File: src/logic/xiocd_map.svh
`ifndef XIOCD_MAP_SVH
`define XIOCD_MAP_SVH
`define XIOCD_SMK      16'h2000
`define XIOCD_CLIR     16'h2001
`define XIOCD_ENBL     16'h2002
`define XIOCD_DSBL     16'h2003
`define XIOCD_RPI      16'h2004
`define XIOCD_SPI      16'h2005
`define XIOCD_SET_FAULT_MASK_CMD     16'h2006
`define XIOCD_OD       16'h2008
`define XIOCD_RNS      16'h200a
`define XIOCD_WPBSA    16'h200c
`define XIOCD_WSW      16'h200e
`define XIOCD_WPBSB    16'h200f
`define XIOCD_CO       16'h4000
`define XIOCD_NOP_OUT  16'h4001
`define XIOCD_LOAD_TIMER1_RELOAD_CMD     16'h4002
`define XIOCD_MPEN     16'h4003
`define XIOCD_ESUR     16'h4004
`define XIOCD_DSUR     16'h4005
`define XIOCD_DMAON    16'h4006
`define XIOCD_DMAOFF   16'h4007
`define XIOCD_LOAD_TIMER2_RELOAD_CMD     16'h400f
`define XIOCD_RFR      16'h8401
`define XIOCD_CC       16'h8402
`define XIOCD_READ_FAIL_ADDRESS_CMD     16'h8407
`define XIOCD_READ_FAIL_PAGE_CMD     16'h8408
`define XIOCD_ICW      16'h840c
`define XIOCD_RCW      16'h8410
`define XIOCD_RMK      16'ha000
`define XIOCD_RPIR     16'ha004
`define XIOCD_READ_FAULT_MASK_CMD     16'ha006
`define XIOCD_READ_DISCRETE_OUT_CMD     16'ha008
`define XIOCD_READ_BANK_SELECT_CMD     16'ha00c
`define XIOCD_RSW      16'ha00e
`define XIOCD_READ_CLEAR_FAULT_CMD     16'ha00f
`define XIOCD_CI       16'hc000
`define XIOCD_NOP_IN   16'hc001
`define XIOCD_ITAR     16'hc002
`define XIOCD_ITBR     16'hc00f
`define XIOCD_HI_BPU_W 8'h50
`define XIOCD_HI_BPU_R 8'hd0
`define XIOCD_HI_IPW   8'h51
`define XIOCD_HI_OPW   8'h52
`define XIOCD_HI_IPR   8'hd1
`define XIOCD_HI_OPR   8'hd2
`define XIOCD_CFG_BPU  2
`define XIOCD_CFG_MMU  1
`define XIOCD_CFG_DMA  0
`define XIOCD_CFG_CON  3
`endif

File: src/logic/xiocd_pkg.sv
package xiocd_pkg;
    typedef enum logic [1:0] {XIOCD_NONE, XIOCD_INT, XIOCD_EXT, XIOCD_ILL} xiocd_kind_e;
    typedef struct packed {
        logic        valid;
        logic [15:0] code;
        logic [15:0] wdata;
    } xiocd_req_s;
    typedef struct packed {
        logic        done;
        logic        illegal;
        logic        rdValid;
        logic [15:0] rdata;
    } xiocd_rsp_s;
    typedef struct packed {
        logic        valid;
        logic        write;
        logic        needReady;
        logic [15:0] addr;
        logic [15:0] wdata;
    } xiocd_ext_s;
    typedef struct packed {
        logic        setPend;
        logic        resetPend;
        logic        timer1Load;
        logic        timer2Load;
        logic        faultMaskLoad;
        logic        faultClear;
        logic [15:0] data;
    } xiocd_act_s;
    typedef struct packed {
        xiocd_rsp_s  rsp;
        xiocd_ext_s  ext;
        xiocd_act_s  act;
        logic [15:0] discreteOut;
        logic        dmaPermit;
    } xiocd_state_s;
endpackage

File: src/logic/xio_command_decoder.sv
`timescale 1ns/10ps
`include "xiocd_map.svh"
module xio_command_decoder
    import xiocd_pkg::*;
(
    // Clock and reset
    input  wire logic               ref_clk,
    input  wire logic               rst,
    // Processor side
    input  wire xiocd_pkg::xiocd_req_s req,
    input  wire logic [3:0]         processor_state_field,
    input  wire logic               modeB,
    input  wire logic [15:0]        internalConfig,
    output xiocd_pkg::xiocd_rsp_s   rsp,
    // Internal function sources
    input  wire logic [15:0]        faultReg,
    input  wire logic [15:0]        faultMask,
    input  wire logic [15:0]        intMask,
    input  wire logic [15:0]        pendingIrq,
    input  wire logic [15:0]        statusWord,
    input  wire logic [15:0]        bankSelect,
    input  wire logic [15:0]        timer1Reload,
    input  wire logic [15:0]        timer2Reload,
    input  wire logic [15:0]        failAddress,
    input  wire logic [15:0]        failPage,
    // Internal function controls
    output xiocd_pkg::xiocd_act_s   act,
    output logic [15:0]             discreteOut,
    output logic                    dmaPermit,
    output logic                    illegalFault,
    // External I/O cycle
    output xiocd_pkg::xiocd_ext_s   ext,
    input  wire logic               extDone,
    input  wire logic [15:0]        extRdata
);
    import xiocd_pkg::*;

    xiocd_state_s st;
    xiocd_state_s next_st;
    xiocd_kind_e  kind;
    logic         priv;
    logic         isRead;
    logic [15:0]  intData;
    logic [7:0]   hi;
    logic [15:0]  c;
    logic         dmaPresent;
    logic         mmuPresent;
    logic         bpuPresent;
    logic         conPresent;

    // Optional devices; a command aimed at an absent one must never reach the bus
    assign dmaPresent = internalConfig[`XIOCD_CFG_DMA];
    assign mmuPresent = internalConfig[`XIOCD_CFG_MMU];
    assign bpuPresent = internalConfig[`XIOCD_CFG_BPU];
    assign conPresent = internalConfig[`XIOCD_CFG_CON];

    // Classify the command; every code in the execute_io_instruction space is privileged
    always_comb
    begin
        c      = req.code;
        hi     = c[15:8];
        kind   = XIOCD_ILL;
        priv   = 1'b1;
        isRead = c[15];
        case (c)
            `XIOCD_SMK, `XIOCD_CLIR, `XIOCD_ENBL, `XIOCD_DSBL, `XIOCD_RPI, `XIOCD_SPI,
            `XIOCD_RNS, `XIOCD_WPBSA, `XIOCD_ESUR, `XIOCD_DSUR:
                kind = XIOCD_INT;
            `XIOCD_RSW:
                kind = XIOCD_INT;
            `XIOCD_NOP_OUT, `XIOCD_NOP_IN:
                kind = XIOCD_INT;
            `XIOCD_OD, `XIOCD_WSW, `XIOCD_READ_DISCRETE_OUT_CMD, `XIOCD_RCW:
                kind = XIOCD_EXT;
            `XIOCD_LOAD_TIMER1_RELOAD_CMD, `XIOCD_LOAD_TIMER2_RELOAD_CMD, `XIOCD_ITAR, `XIOCD_ITBR, `XIOCD_SET_FAULT_MASK_CMD, `XIOCD_WPBSB,
            `XIOCD_READ_BANK_SELECT_CMD, `XIOCD_READ_FAULT_MASK_CMD:
                kind = modeB ? XIOCD_INT : XIOCD_ILL;
            `XIOCD_DMAON, `XIOCD_DMAOFF:
                kind = dmaPresent ? XIOCD_INT : XIOCD_ILL;
            `XIOCD_MPEN:
                kind = bpuPresent ? XIOCD_EXT : XIOCD_ILL;
            `XIOCD_CO, `XIOCD_CC, `XIOCD_CI:
                kind = conPresent ? XIOCD_EXT : XIOCD_ILL;
            `XIOCD_RFR, `XIOCD_READ_CLEAR_FAULT_CMD, `XIOCD_READ_FAIL_ADDRESS_CMD, `XIOCD_READ_FAIL_PAGE_CMD, `XIOCD_ICW, `XIOCD_RMK,
            `XIOCD_RPIR:
                kind = XIOCD_INT;
            default:
            begin
                // Whole pages belong to the protect and paging units, which decode the low byte
                if (hi == `XIOCD_HI_BPU_W || hi == `XIOCD_HI_BPU_R)
                    kind = bpuPresent ? XIOCD_EXT : XIOCD_ILL;
                else if (hi == `XIOCD_HI_IPW || hi == `XIOCD_HI_OPW || hi == `XIOCD_HI_IPR
                         || hi == `XIOCD_HI_OPR)
                    kind = mmuPresent ? XIOCD_EXT : XIOCD_ILL;
            end
        endcase
        // Privilege is tested last so that it overrides every other outcome
        if (priv && processor_state_field != 4'h0)
            kind = XIOCD_ILL;
    end

    // Read sources; only used when the command completes internally
    always_comb
    begin
        case (c)
            `XIOCD_RFR, `XIOCD_READ_CLEAR_FAULT_CMD: intData = faultReg;
            `XIOCD_ICW:              intData = internalConfig;
            `XIOCD_READ_FAIL_ADDRESS_CMD:             intData = failAddress;
            `XIOCD_READ_FAIL_PAGE_CMD:             intData = failPage;
            `XIOCD_RMK:              intData = intMask;
            `XIOCD_RPIR:             intData = pendingIrq;
            `XIOCD_READ_FAULT_MASK_CMD:             intData = faultMask;
            `XIOCD_READ_BANK_SELECT_CMD:             intData = bankSelect;
            `XIOCD_RSW:              intData = statusWord;
            `XIOCD_ITAR:             intData = timer1Reload;
            `XIOCD_ITBR:             intData = timer2Reload;
            default:                 intData = 16'h0000;
        endcase
    end

    always_comb
    begin
        next_st     = st;
        next_st.rsp = '0;
        next_st.act = '0;
        if (st.ext.valid)
        begin
            // Bus cycle holds until the far end answers; console relies on it
            if (extDone)
            begin
                next_st.ext.valid   = 1'b0;
                next_st.rsp.done    = 1'b1;
                next_st.rsp.rdValid = st.ext.addr[15];
                // The discrete register lives here; its bus cycle only mirrors it outside
                if (!st.ext.addr[15])
                    next_st.rsp.rdata = 16'h0000;
                else if (st.ext.addr == `XIOCD_READ_DISCRETE_OUT_CMD)
                    next_st.rsp.rdata = st.discreteOut;
                else
                    next_st.rsp.rdata = extRdata;
            end
        end
        else if (req.valid)
        begin
            next_st.act.data = req.wdata;
            case (kind)
                XIOCD_ILL:
                begin
                    // Refused commands still complete, so the processor never waits on them
                    next_st.rsp.done    = 1'b1;
                    next_st.rsp.illegal = 1'b1;
                end
                XIOCD_EXT:
                begin
                    // The command word itself is the bus address
                    next_st.ext.valid     = 1'b1;
                    next_st.ext.addr      = c;
                    next_st.ext.write     = ~isRead;
                    next_st.ext.wdata     = (c == `XIOCD_READ_DISCRETE_OUT_CMD) ? st.discreteOut : req.wdata;
                    next_st.ext.needReady = 1'b1;
                    if (c == `XIOCD_OD)
                        next_st.discreteOut = req.wdata;
                end
                XIOCD_INT:
                begin
                    next_st.rsp.done    = 1'b1;
                    next_st.rsp.rdValid = isRead;
                    next_st.rsp.rdata   = intData;
                    // Strobes last one cycle; DMA permit is a level and stays in state
                    case (c)
                        `XIOCD_SPI:    next_st.act.setPend = 1'b1;
                        `XIOCD_RPI:    next_st.act.resetPend = 1'b1;
                        `XIOCD_READ_CLEAR_FAULT_CMD:   next_st.act.faultClear = 1'b1;
                        `XIOCD_LOAD_TIMER1_RELOAD_CMD:   next_st.act.timer1Load = 1'b1;
                        `XIOCD_LOAD_TIMER2_RELOAD_CMD:   next_st.act.timer2Load = 1'b1;
                        `XIOCD_SET_FAULT_MASK_CMD:   next_st.act.faultMaskLoad = 1'b1;
                        `XIOCD_DMAON:  next_st.dmaPermit = 1'b1;
                        `XIOCD_DMAOFF: next_st.dmaPermit = 1'b0;
                        default:       next_st.act.data = req.wdata;
                    endcase
                end
                default:
                    next_st.rsp.done = 1'b0;
            endcase
        end
    end

    // One state register keeps the reset to a single constant load
    always_ff @(posedge ref_clk or posedge rst)
    begin
        if (rst)
            st <= '0;
        else
            st <= next_st;
    end

    // Every output comes straight from a flop, so consumers see clean pulses
    assign rsp          = st.rsp;
    assign act          = st.act;
    assign ext          = st.ext;
    assign discreteOut  = st.discreteOut;
    assign dmaPermit    = st.dmaPermit;
    assign illegalFault = st.rsp.illegal;
endmodule

File: config.mk
export PLATFORM = sky130hd
export DESIGN_NAME = xio_command_decoder
export DESIGN_NICKNAME = d
export VERILOG_FILES = /design/src/logic/xiocd_pkg.sv /design/src/logic/xio_command_decoder.sv
export VERILOG_INCLUDE_DIRS = /design/src /design/src/logic
export SDC_FILE = /design/constraint.sdc
export NUM_CORES = 1
export LEC_CHECK = 0
export ABC_AREA = 1
export BUFFER_PORTS_ARGS = -buffer_cell sky130_fd_sc_hd__buf_2
export CELL_PAD_IN_SITES_DETAIL_PLACEMENT = 0
export CELL_PAD_IN_SITES_GLOBAL_PLACEMENT = 2
export CORE_MARGIN = 4
export CORE_UTILIZATION = 23
export DETAILED_ROUTE_END_ITERATION = 16
export PLACE_DENSITY_LB_ADDON = 0.1
export REMOVE_ABC_BUFFERS = 1
export SYNTH_ARGS = -nofsm -noshare
export SYNTH_HDL_FRONTEND = slang
export SYNTH_SLANG_ARGS = --single-unit
File: constraint.sdc
create_clock -name ref_clk -period 3.2 [get_ports ref_clk]
set_input_delay 0 -clock ref_clk [delete_from_list [all_inputs] [get_ports ref_clk]]
set_output_delay 0 -clock ref_clk [all_outputs]
set_load 0.01 [all_outputs]
# Word level (Yosys, flattened, before mapping)
# Cells that the tools add are included.
dict set report classes {
  n_eq_ne 48
  muxes 35
  bitwise_logic 2
  reduce_logical 16
}
# cell count
set op_table {}
lappend op_table {{$eq 16x16->1 const B} 18}
lappend op_table {{$eq 16x14->1 const B} 12}
lappend op_table {{$pmux 16 s11} 1}
lappend op_table {{$eq 16x15->1 const B} 9}
lappend op_table {{$mux 93} 1}
lappend op_table {{$mux 16} 5}
lappend op_table {{$mux 39} 1}
lappend op_table {{$mux 18} 2}
lappend op_table {{$mux 35} 1}
lappend op_table {{$eq 8x7->1 const B} 3}
lappend op_table {{$eq 8x8->1 const B} 3}
lappend op_table {{$mux 22} 1}
lappend op_table {{$reduce_or 20->1} 1}
lappend op_table {{$mux 1} 17}
lappend op_table {{$mux 17} 1}
lappend op_table {{$pmux 2 s6} 1}
lappend op_table {{$reduce_and 4->1} 2}
lappend op_table {{$reduce_or 8->1} 1}
lappend op_table {{$mux 2} 3}
lappend op_table {{$reduce_or 2->1} 3}
lappend op_table {{$eq 2x2->1 const B} 2}
lappend op_table {{$logic_or 1x1->1} 4}
lappend op_table {{$reduce_bool 4->1} 1}
lappend op_table {{$reduce_or 4->1} 1}
lappend op_table {{6 further kinds} 7}
dict set report totals {
  ff_bits 93
  inputBits 233
  out_inout_bits 94
  wordCells 119
}

# Longest topological paths before layout
# Gate-level depths: netlist of the first run.
dict set report depth {
  depth_word 13
  mapped_depth 19
  mapped_depth_nobuf 17
}

# Worst setup path after synthesis of the first run
# No wires, ideal clock.
dict set report synth_timing {
  kind {input-to-reg}
  start {input port req[19] (netlist name)}
  end {register st (netlist bit ext[32])}
  setup_ns 0.127
  t_arrival_ns 1.624
  required_ns 3.073
  path_slack_ns 1.448
  stages 14
  n_path_buf 2
  cell_sequence {buf_2 -> nor2_1 -> nand2_1 -> nor2_2 -> nand2_1 -> nand2_1 -> nor2_1 -> nor2b_1 -> nand3_1 -> nor2_2 -> nand2_2 -> nor2_4 -> buf_6 -> or2_2}
}
dict set report synth_via {
  elab_chain_len 6
  word_cells_on_any_way 47
  cone_classes {39 x eq/ne; 2 x mux; 6 x reduce/logical}
}
# element line
set synth_rtl {}
lappend synth_rtl {{from (decl)} xio_command_decoder.sv:10} ;# input wire xiocd_pkg::xiocd_req_s req,
lappend synth_rtl {{$eq 16x16->1, or another cell as far along} xio_command_decoder.sv:65} ;# case (c)
lappend synth_rtl {{$reduce_or 20->1 (no line), or another cell as far along} --}
lappend synth_rtl {{$pmux 2 s6 *} xio_command_decoder.sv:65}
lappend synth_rtl {{$mux 2 *} xio_command_decoder.sv:98} ;# if (priv && processor_state_field != 4'h0)
lappend synth_rtl {{$eq 2x2->1 *} xio_command_decoder.sv:146} ;# case (kind)
lappend synth_rtl {{$reduce_and 3->1 (no line) *} --}
lappend synth_rtl {{to (signal assigned)} xio_command_decoder.sv:194} ;# st <= next_st;
lappend synth_rtl {{to (decl)} xio_command_decoder.sv:38} ;# xiocd_state_s st;
# Every way passes the cells marked *; elsewhere a longest branch is shown, timed or not.
# A chain may end at the register's enable or synchronous reset.

==> results of run 1 <==
[where the power goes]
part	switching, W	internal (W)	total, W
clock network	0.000522	0.000535	0.00106
registers	0.00000819	0.00119	0.00120
logic	0.000165	0.000171	0.000336
total	0.000695	0.00190	0.00259
[path summary, 6_finish.rpt]
kind,startpoint,endpoint,slack (ps),cells past startpoint
min,extRdata[8],rsp[8],20,5
max,req[24],rsp[6],470,14
max reg2reg,ext[34],rsp[9],1000,7
max in group asynchronous,rst,ext[1],2090,4
min in group asynchronous,rst,ext[26],270,3
min reg2reg,ext[32],ext[32],470,1
[registers in the layout (all words and copies together), names as in the netlist]
| signal | count |
|---|---|
| ext | 35 |
| act | 22 |
| rsp | 18 |
| discreteOut | 16 |
| dmaPermit | 1 |
| illegalFault | 1 |
[layout make-up]
type / count / area [um^2] / area share
well taps: 335 / 419 / 0.0483
clock inverters: 6 / 46.3 / 0.00534
clock buffers: 10 / 229 / 0.0264
repair buffers: 385 / 2170 / 0.250
multi-input cells: 664 / 3190 / 0.368
inverters: 73 / 277 / 0.0319
diodes: 5 / 12.5 / 0.00144
flip-flops and latches: 93 / 2330 / 0.268
[critical path, stage by stage]
cell	delay, ps
dlygate4sd3_1	520
buf_2	130
nor2_1	200
nand2_2	170
nor2_4	450
nand2_1	220
nand2_1	120
nor2_1	50
nor2b_1	150
nand4_1	100
nand2_1	350
a21oi_1	380
nand2_1	90
nand2_1	80
[kinds of logic after synthesis]
family,Yosys count,synth area share
simple gates,548,0.409
buf+inv,127,0.0891
mux,16,0.0298
flops,93,0.385
compound gates,100,0.0862
[synthesized netlist by cell type]
cell type,count,area [um^2]
nand2_1,231,867
nand3_1,169,846
dfrtp_1,93,2330
nor2_1,73,274
inv_1,69,259
o21ai_0,47,235
a21oi_1,46,230
nand4_1,38,238
clkbuf_1,26,97.6
mux2_2,16,180
nor2_2,12,75.1
buf_1,10,37.5
buf_2,10,50.1
buf_6,5,56.3
nand3b_1,5,37.5
nand2_2,4,25.0
nor3_1,4,20.0
nor4_1,4,25.0
buf_4,3,22.5
nor2_4,3,33.8
and2_1,2,12.5
clkinv_1,2,7.51
inv_2,2,7.51
o2111a_1,2,22.5
o21ai_1,2,10.0
or2_2,2,12.5
a211oi_1,1,7.51
nor2b_1,1,6.26
o221ai_1,1,8.76
o22ai_1,1,6.26
[metrics by stage]
step / util / hold WS [ps] / setup TNS, ps / power, W
after global routing: 0.335 / 43.1 / 0 / 0.00271
after global placement: 0.309 / 133 / 0 / 0.00153
final: 0.335 / 15.5 / 0 / 0.00259
after detailed placement: 0.309 / 130 / 0 / 0.00153
after CTS: 0.334 / 4.98 / 0 / 0.00264
after floorplan: - / 80.6 / -44050 / 0.00131
[per-layer routing]
layer	vias to the layer above	part of all wire	global-route usage
met2	237	0.51	0.363
li1	3622	-	-
met3	33	0.060	0.0388
met1	3448	0.41	0.240
met5	-	0.00044	0
met4	2	0.019	0.0476
==> impl_metrics.ini, run 1 <==
[power_and_ir_drop]
power_leakage_nw = 4.74
power_density_nw_per_um2 = 299
irDropWorstVdd_v = 0.000252

[cts]
numCtsBuffers = 9
cts_sinks = 93
cts_hold_buf = 37
clk-insertion-delay-late_ps = 350
post_cts_buffers = 0
cts_root_buffer = clkbuf_16
ctsResizeCount = 0
cts.clk_slew.worst_paths_ps = 70
cts-htree-levels = 3
tritoncts = built
clockBufferDepth = 2

[grt]
grt_max_degree = 67
grt_pass1_vias = 7377
grtUsageTotal = 0.198
grt_pass1_wl_um = 44000
globalRouteOverflowTotal = 0
antenna_found_initial = 6

[timing]
finalCriticalPeriod_ps = 2730
setup_viol = 0
finalHoldViolCount = 0
max_freq_ghz = 0.366
rsz0062_at_grt = no
slew_viol_final = 0
finClkSkew_ps = 11.4
tightest_slew_ps = 698
relSlewSlack = 0.531
post-route-period-util = 0.854
fin_ws_ps = 468

[routing]
drt-initial-drc-count = 407
drc = 0
wire_per_inst_um = 19.0
via_per_inst = 4.67
totalWireLength_um = 29800
ant_nets = 0
first_pass_iters = 5
vias = 7342

[place]
place_area_um2 = 8010
dp_hpwl_um = 23100
port_buffers = 326
dp_slack_ps = 607
routabilityCongestion = 0.830
numPlacedInstances = 1513

[setup_path]
path_class = input port to register
cp.required_ps = 3490
worst_setup_path_start_kind = input port
endpoint_kind = register
worst_ep_arrival_time_ps = 3020
critPathMaxFanout = 20

[die]
die_h_um = 170
io_pins = 327
die_w_um = 170
die_area_um2 = 28900
rows = 59
core_area_um2 = 25900
initial_core_util = 0.233

[final_layout]
area_growth_pct = 43.6
layout.cells.non_filler = 1571
final_common_cell = buf_2
fill_cells = 2895
final_cell_mix = 326 x buf_2, 231 x nand2_1, 169 x nand3_1
final_area_um2 = 8670
final_nets = 1459
layout-drive-gt1-share = 0.329

[run]
cap_violations = 0

[synth]
synth_cell_types = 30
yosysWarnings = 0
ys_seq_area_frac = 0.385
synth-seq-cells = 93
synth_area_per_cell_um2 = 6.83
synthCells = 884
synthesis.area_um2 = 6040

[min_path]
hold_path_class = input port to register

[run_status]
status = finished, final reports clean
(Power assumes the default switching activity.)
==> inputs of run 2 (changes only) <==
Settings changed: SETUP_SLACK_MARGIN set to 0.15.
Clock period 3.2 ns to 2.6 ns, I/O delays scaled along.
==> run 2 against run 1 <==
Clock power up 32%; cell count up 1.5%; clock-buffer cell count unchanged; non-clock buffer count up 24; register-to-register slack worse by 370 ps; sequential power up 23%; first-iteration DRC count down 17%; setup slack worse by 200 ps; core utilization up 1.3 points.
==> impl_metrics.ini, run 2 (same netlist as run 1, synthesis figures left out) <==
[min_path]
hold_path_class = input port to register
min_from = extRdata[14]
hold_path_depth = 5
min_to = rsp[14]

[die]
io_pins = 327
core_area_um2 = 25900
die_h_um = 170
initial_core_util = 0.233
die_w_um = 170
die_area_um2 = 28900
rows = 59

[final_layout]
area_growth_pct = 49.0
final_cell_mix = 325 x buf_2, 230 x nand2_1, 168 x nand3_1
layout.cells.non_filler = 1594
seqCellArea_um2 = 2330
multi_input_area_um2 = 3230
largest_reg_flops = 35
final_common_cell = buf_2
fill_cells = 2856
layout-drive-gt1-share = 0.346
final_nets = 1483

[cts]
cts_sinks = 93
cts-htree-levels = 3
cts_root_buffer = clkbuf_16
clockBufferDepth = 2
cts.clk_slew.worst_paths_ps = 80
tritoncts = built
clk-insertion-delay-late_ps = 350
numCtsBuffers = 9

[power_and_ir_drop]
p_clk_frac = 0.423
swShare = 0.259
seq_power_share = 0.446
irDropWorstVdd_v = 0.000281
power_density_nw_per_um2 = 368
internal_power_w = 0.00245
combPwrFrac = 0.131
p_switching_w = 0.000859
total_power_w = 0.00331
power_leakage_nw = 4.91

[routing]
via_per_inst = 4.63
drt-initial-drc-count = 338
first_pass_iters = 4
wire_per_inst_um = 19.2
ant_nets = 0
totalWireLength_um = 30600
vias = 7388
drc = 0

[place]
routabilityCongestion = 0.830
port_buffers = 326
numPlacedInstances = 1523
dp_hpwl_um = 23100

[grt]
grt_pass1_wl_um = 45300
grt_pass1_vias = 7571
grtUsageTotal = 0.203
grt_max_degree = 79
antenna_found_initial = 3
globalRouteOverflowTotal = 0

[timing]
rsz0062_at_grt = no
hold_ws_ps = 22.9
max_freq_ghz = 0.429
finalCriticalPeriod_ps = 2330
finalHoldViolCount = 0
post-route-period-util = 0.897
finClkSkew_ps = 12.5
tns_ps = 0
relSlewSlack = 0.481
setup_viol = 0
tightest_slew_ps = 779
slew_viol_final = 0

[setup_path]
worst_ep_arrival_time_ps = 2570
endpoint_kind = register
r2r-start = ext[34]
critPathMaxFanout = 19
rr_worst_depth = 6
r2r-end = rsp[9]
worst_setup_path_start_kind = input port
cp.required_ps = 2840
path_class = input port to register
ff2ff_setup_slack_ps = 630

[run_status]
status = finished, final reports clean

[run]
cap_violations = 0
run 2: cell count changes in the layout (fill, tap and decap cells not counted), moves of 2 or more:
| cell | before | now |
|---|---|---|
| buf_12 | 0 | 3 |
| buf_4 | 22 | 35 |
| buf_6 | 0 | 3 |
| dlygate4sd3_1 | 37 | 41 |
| nor2_1 | 71 | 66 |
| nor2_2 | 11 | 13 |
| nor2_4 | 6 | 9 |
run 2: power by group through the flow:
stage          clock [W]  sequential, W  combinational [W]
4_1_cts          0.00145        0.00148           0.000432
2_1_floorplan          0        0.00152          0.0000954
5_1_grt          0.00151        0.00148           0.000482
6_report         0.00140        0.00148           0.000434
3_3_place_gp           0        0.00151           0.000386
3_5_place_dp           0        0.00151           0.000382
run 2: repair_timing:
item / CTS / global route
gates resized for setup: 0 / 20
buffers inserted: 0 / 9
setup endpoints to repair: 0 / 68
hold endpoints to repair: 95 / 0
hold buffers: 41 / 0
run 2: worst max path at each step:
stage | startpoint | to | slack, ps | cells past startpoint
floorplan | req[24] | ext[0] | -1530 | 14
global placement | req[26] | rsp[0] | 220 | 11
detailed placement | req[24] | rsp[0] | 220 | 11
CTS | req[19] | ext[34] | 160 | 15
global route | req[19] | ext[32] | 130 | 19
finish | req[20] | ext[32] | 270 | 17
run 2: routing by layer:
layer  share of wire  wire length (um)  up-vias  global-route usage
met4           0.015               465        0              0.0441
met2            0.51             15500      205               0.363
met1            0.43             13100     3484               0.255
met3           0.051              1550       26              0.0374
met5               0                 0        -                   0
li1                -                 -     3673                   -
run 2: through the flow:
| stage | utilization | cell area [um^2] | setup WS [ps] |
|---|---|---|---|
| detailed placement | 0.314 | 8130 | 221 |
| global route | 0.347 | 8990 | 135 |
| global placement | 0.314 | 8130 | 224 |
| finish | 0.347 | 9000 | 267 |
| CTS | 0.341 | 8840 | 165 |
| floorplan | - | 5770 | -1530 |
run 2: final cells by class:
| type | count | share of cell area |
|---|---|---|
| multi-input cells | 664 | 0.359 |
| diodes | 4 | 0.00111 |
| well taps | 335 | 0.0466 |
| clock buffers | 10 | 0.0255 |
| flip-flops and latches | 93 | 0.259 |
| repair buffers | 409 | 0.270 |
| inverters | 73 | 0.0310 |
| clock inverters | 6 | 0.00834 |
run 2: worst max-delay path, stage by stage:
cell and delay (ps):
dlygate4sd3_1 530, buf_2 140, nor2_1 120, nand2_2 120, buf_6 170, nor2_2 220
nand2_1 80, nand2_1 70, nor2_1 50, nor2b_2 150, nand3_1 90, nor2_2 50
nand2_2 90, nor2_4 70, buf_4 150, clkbuf_16 180, or2_2 280
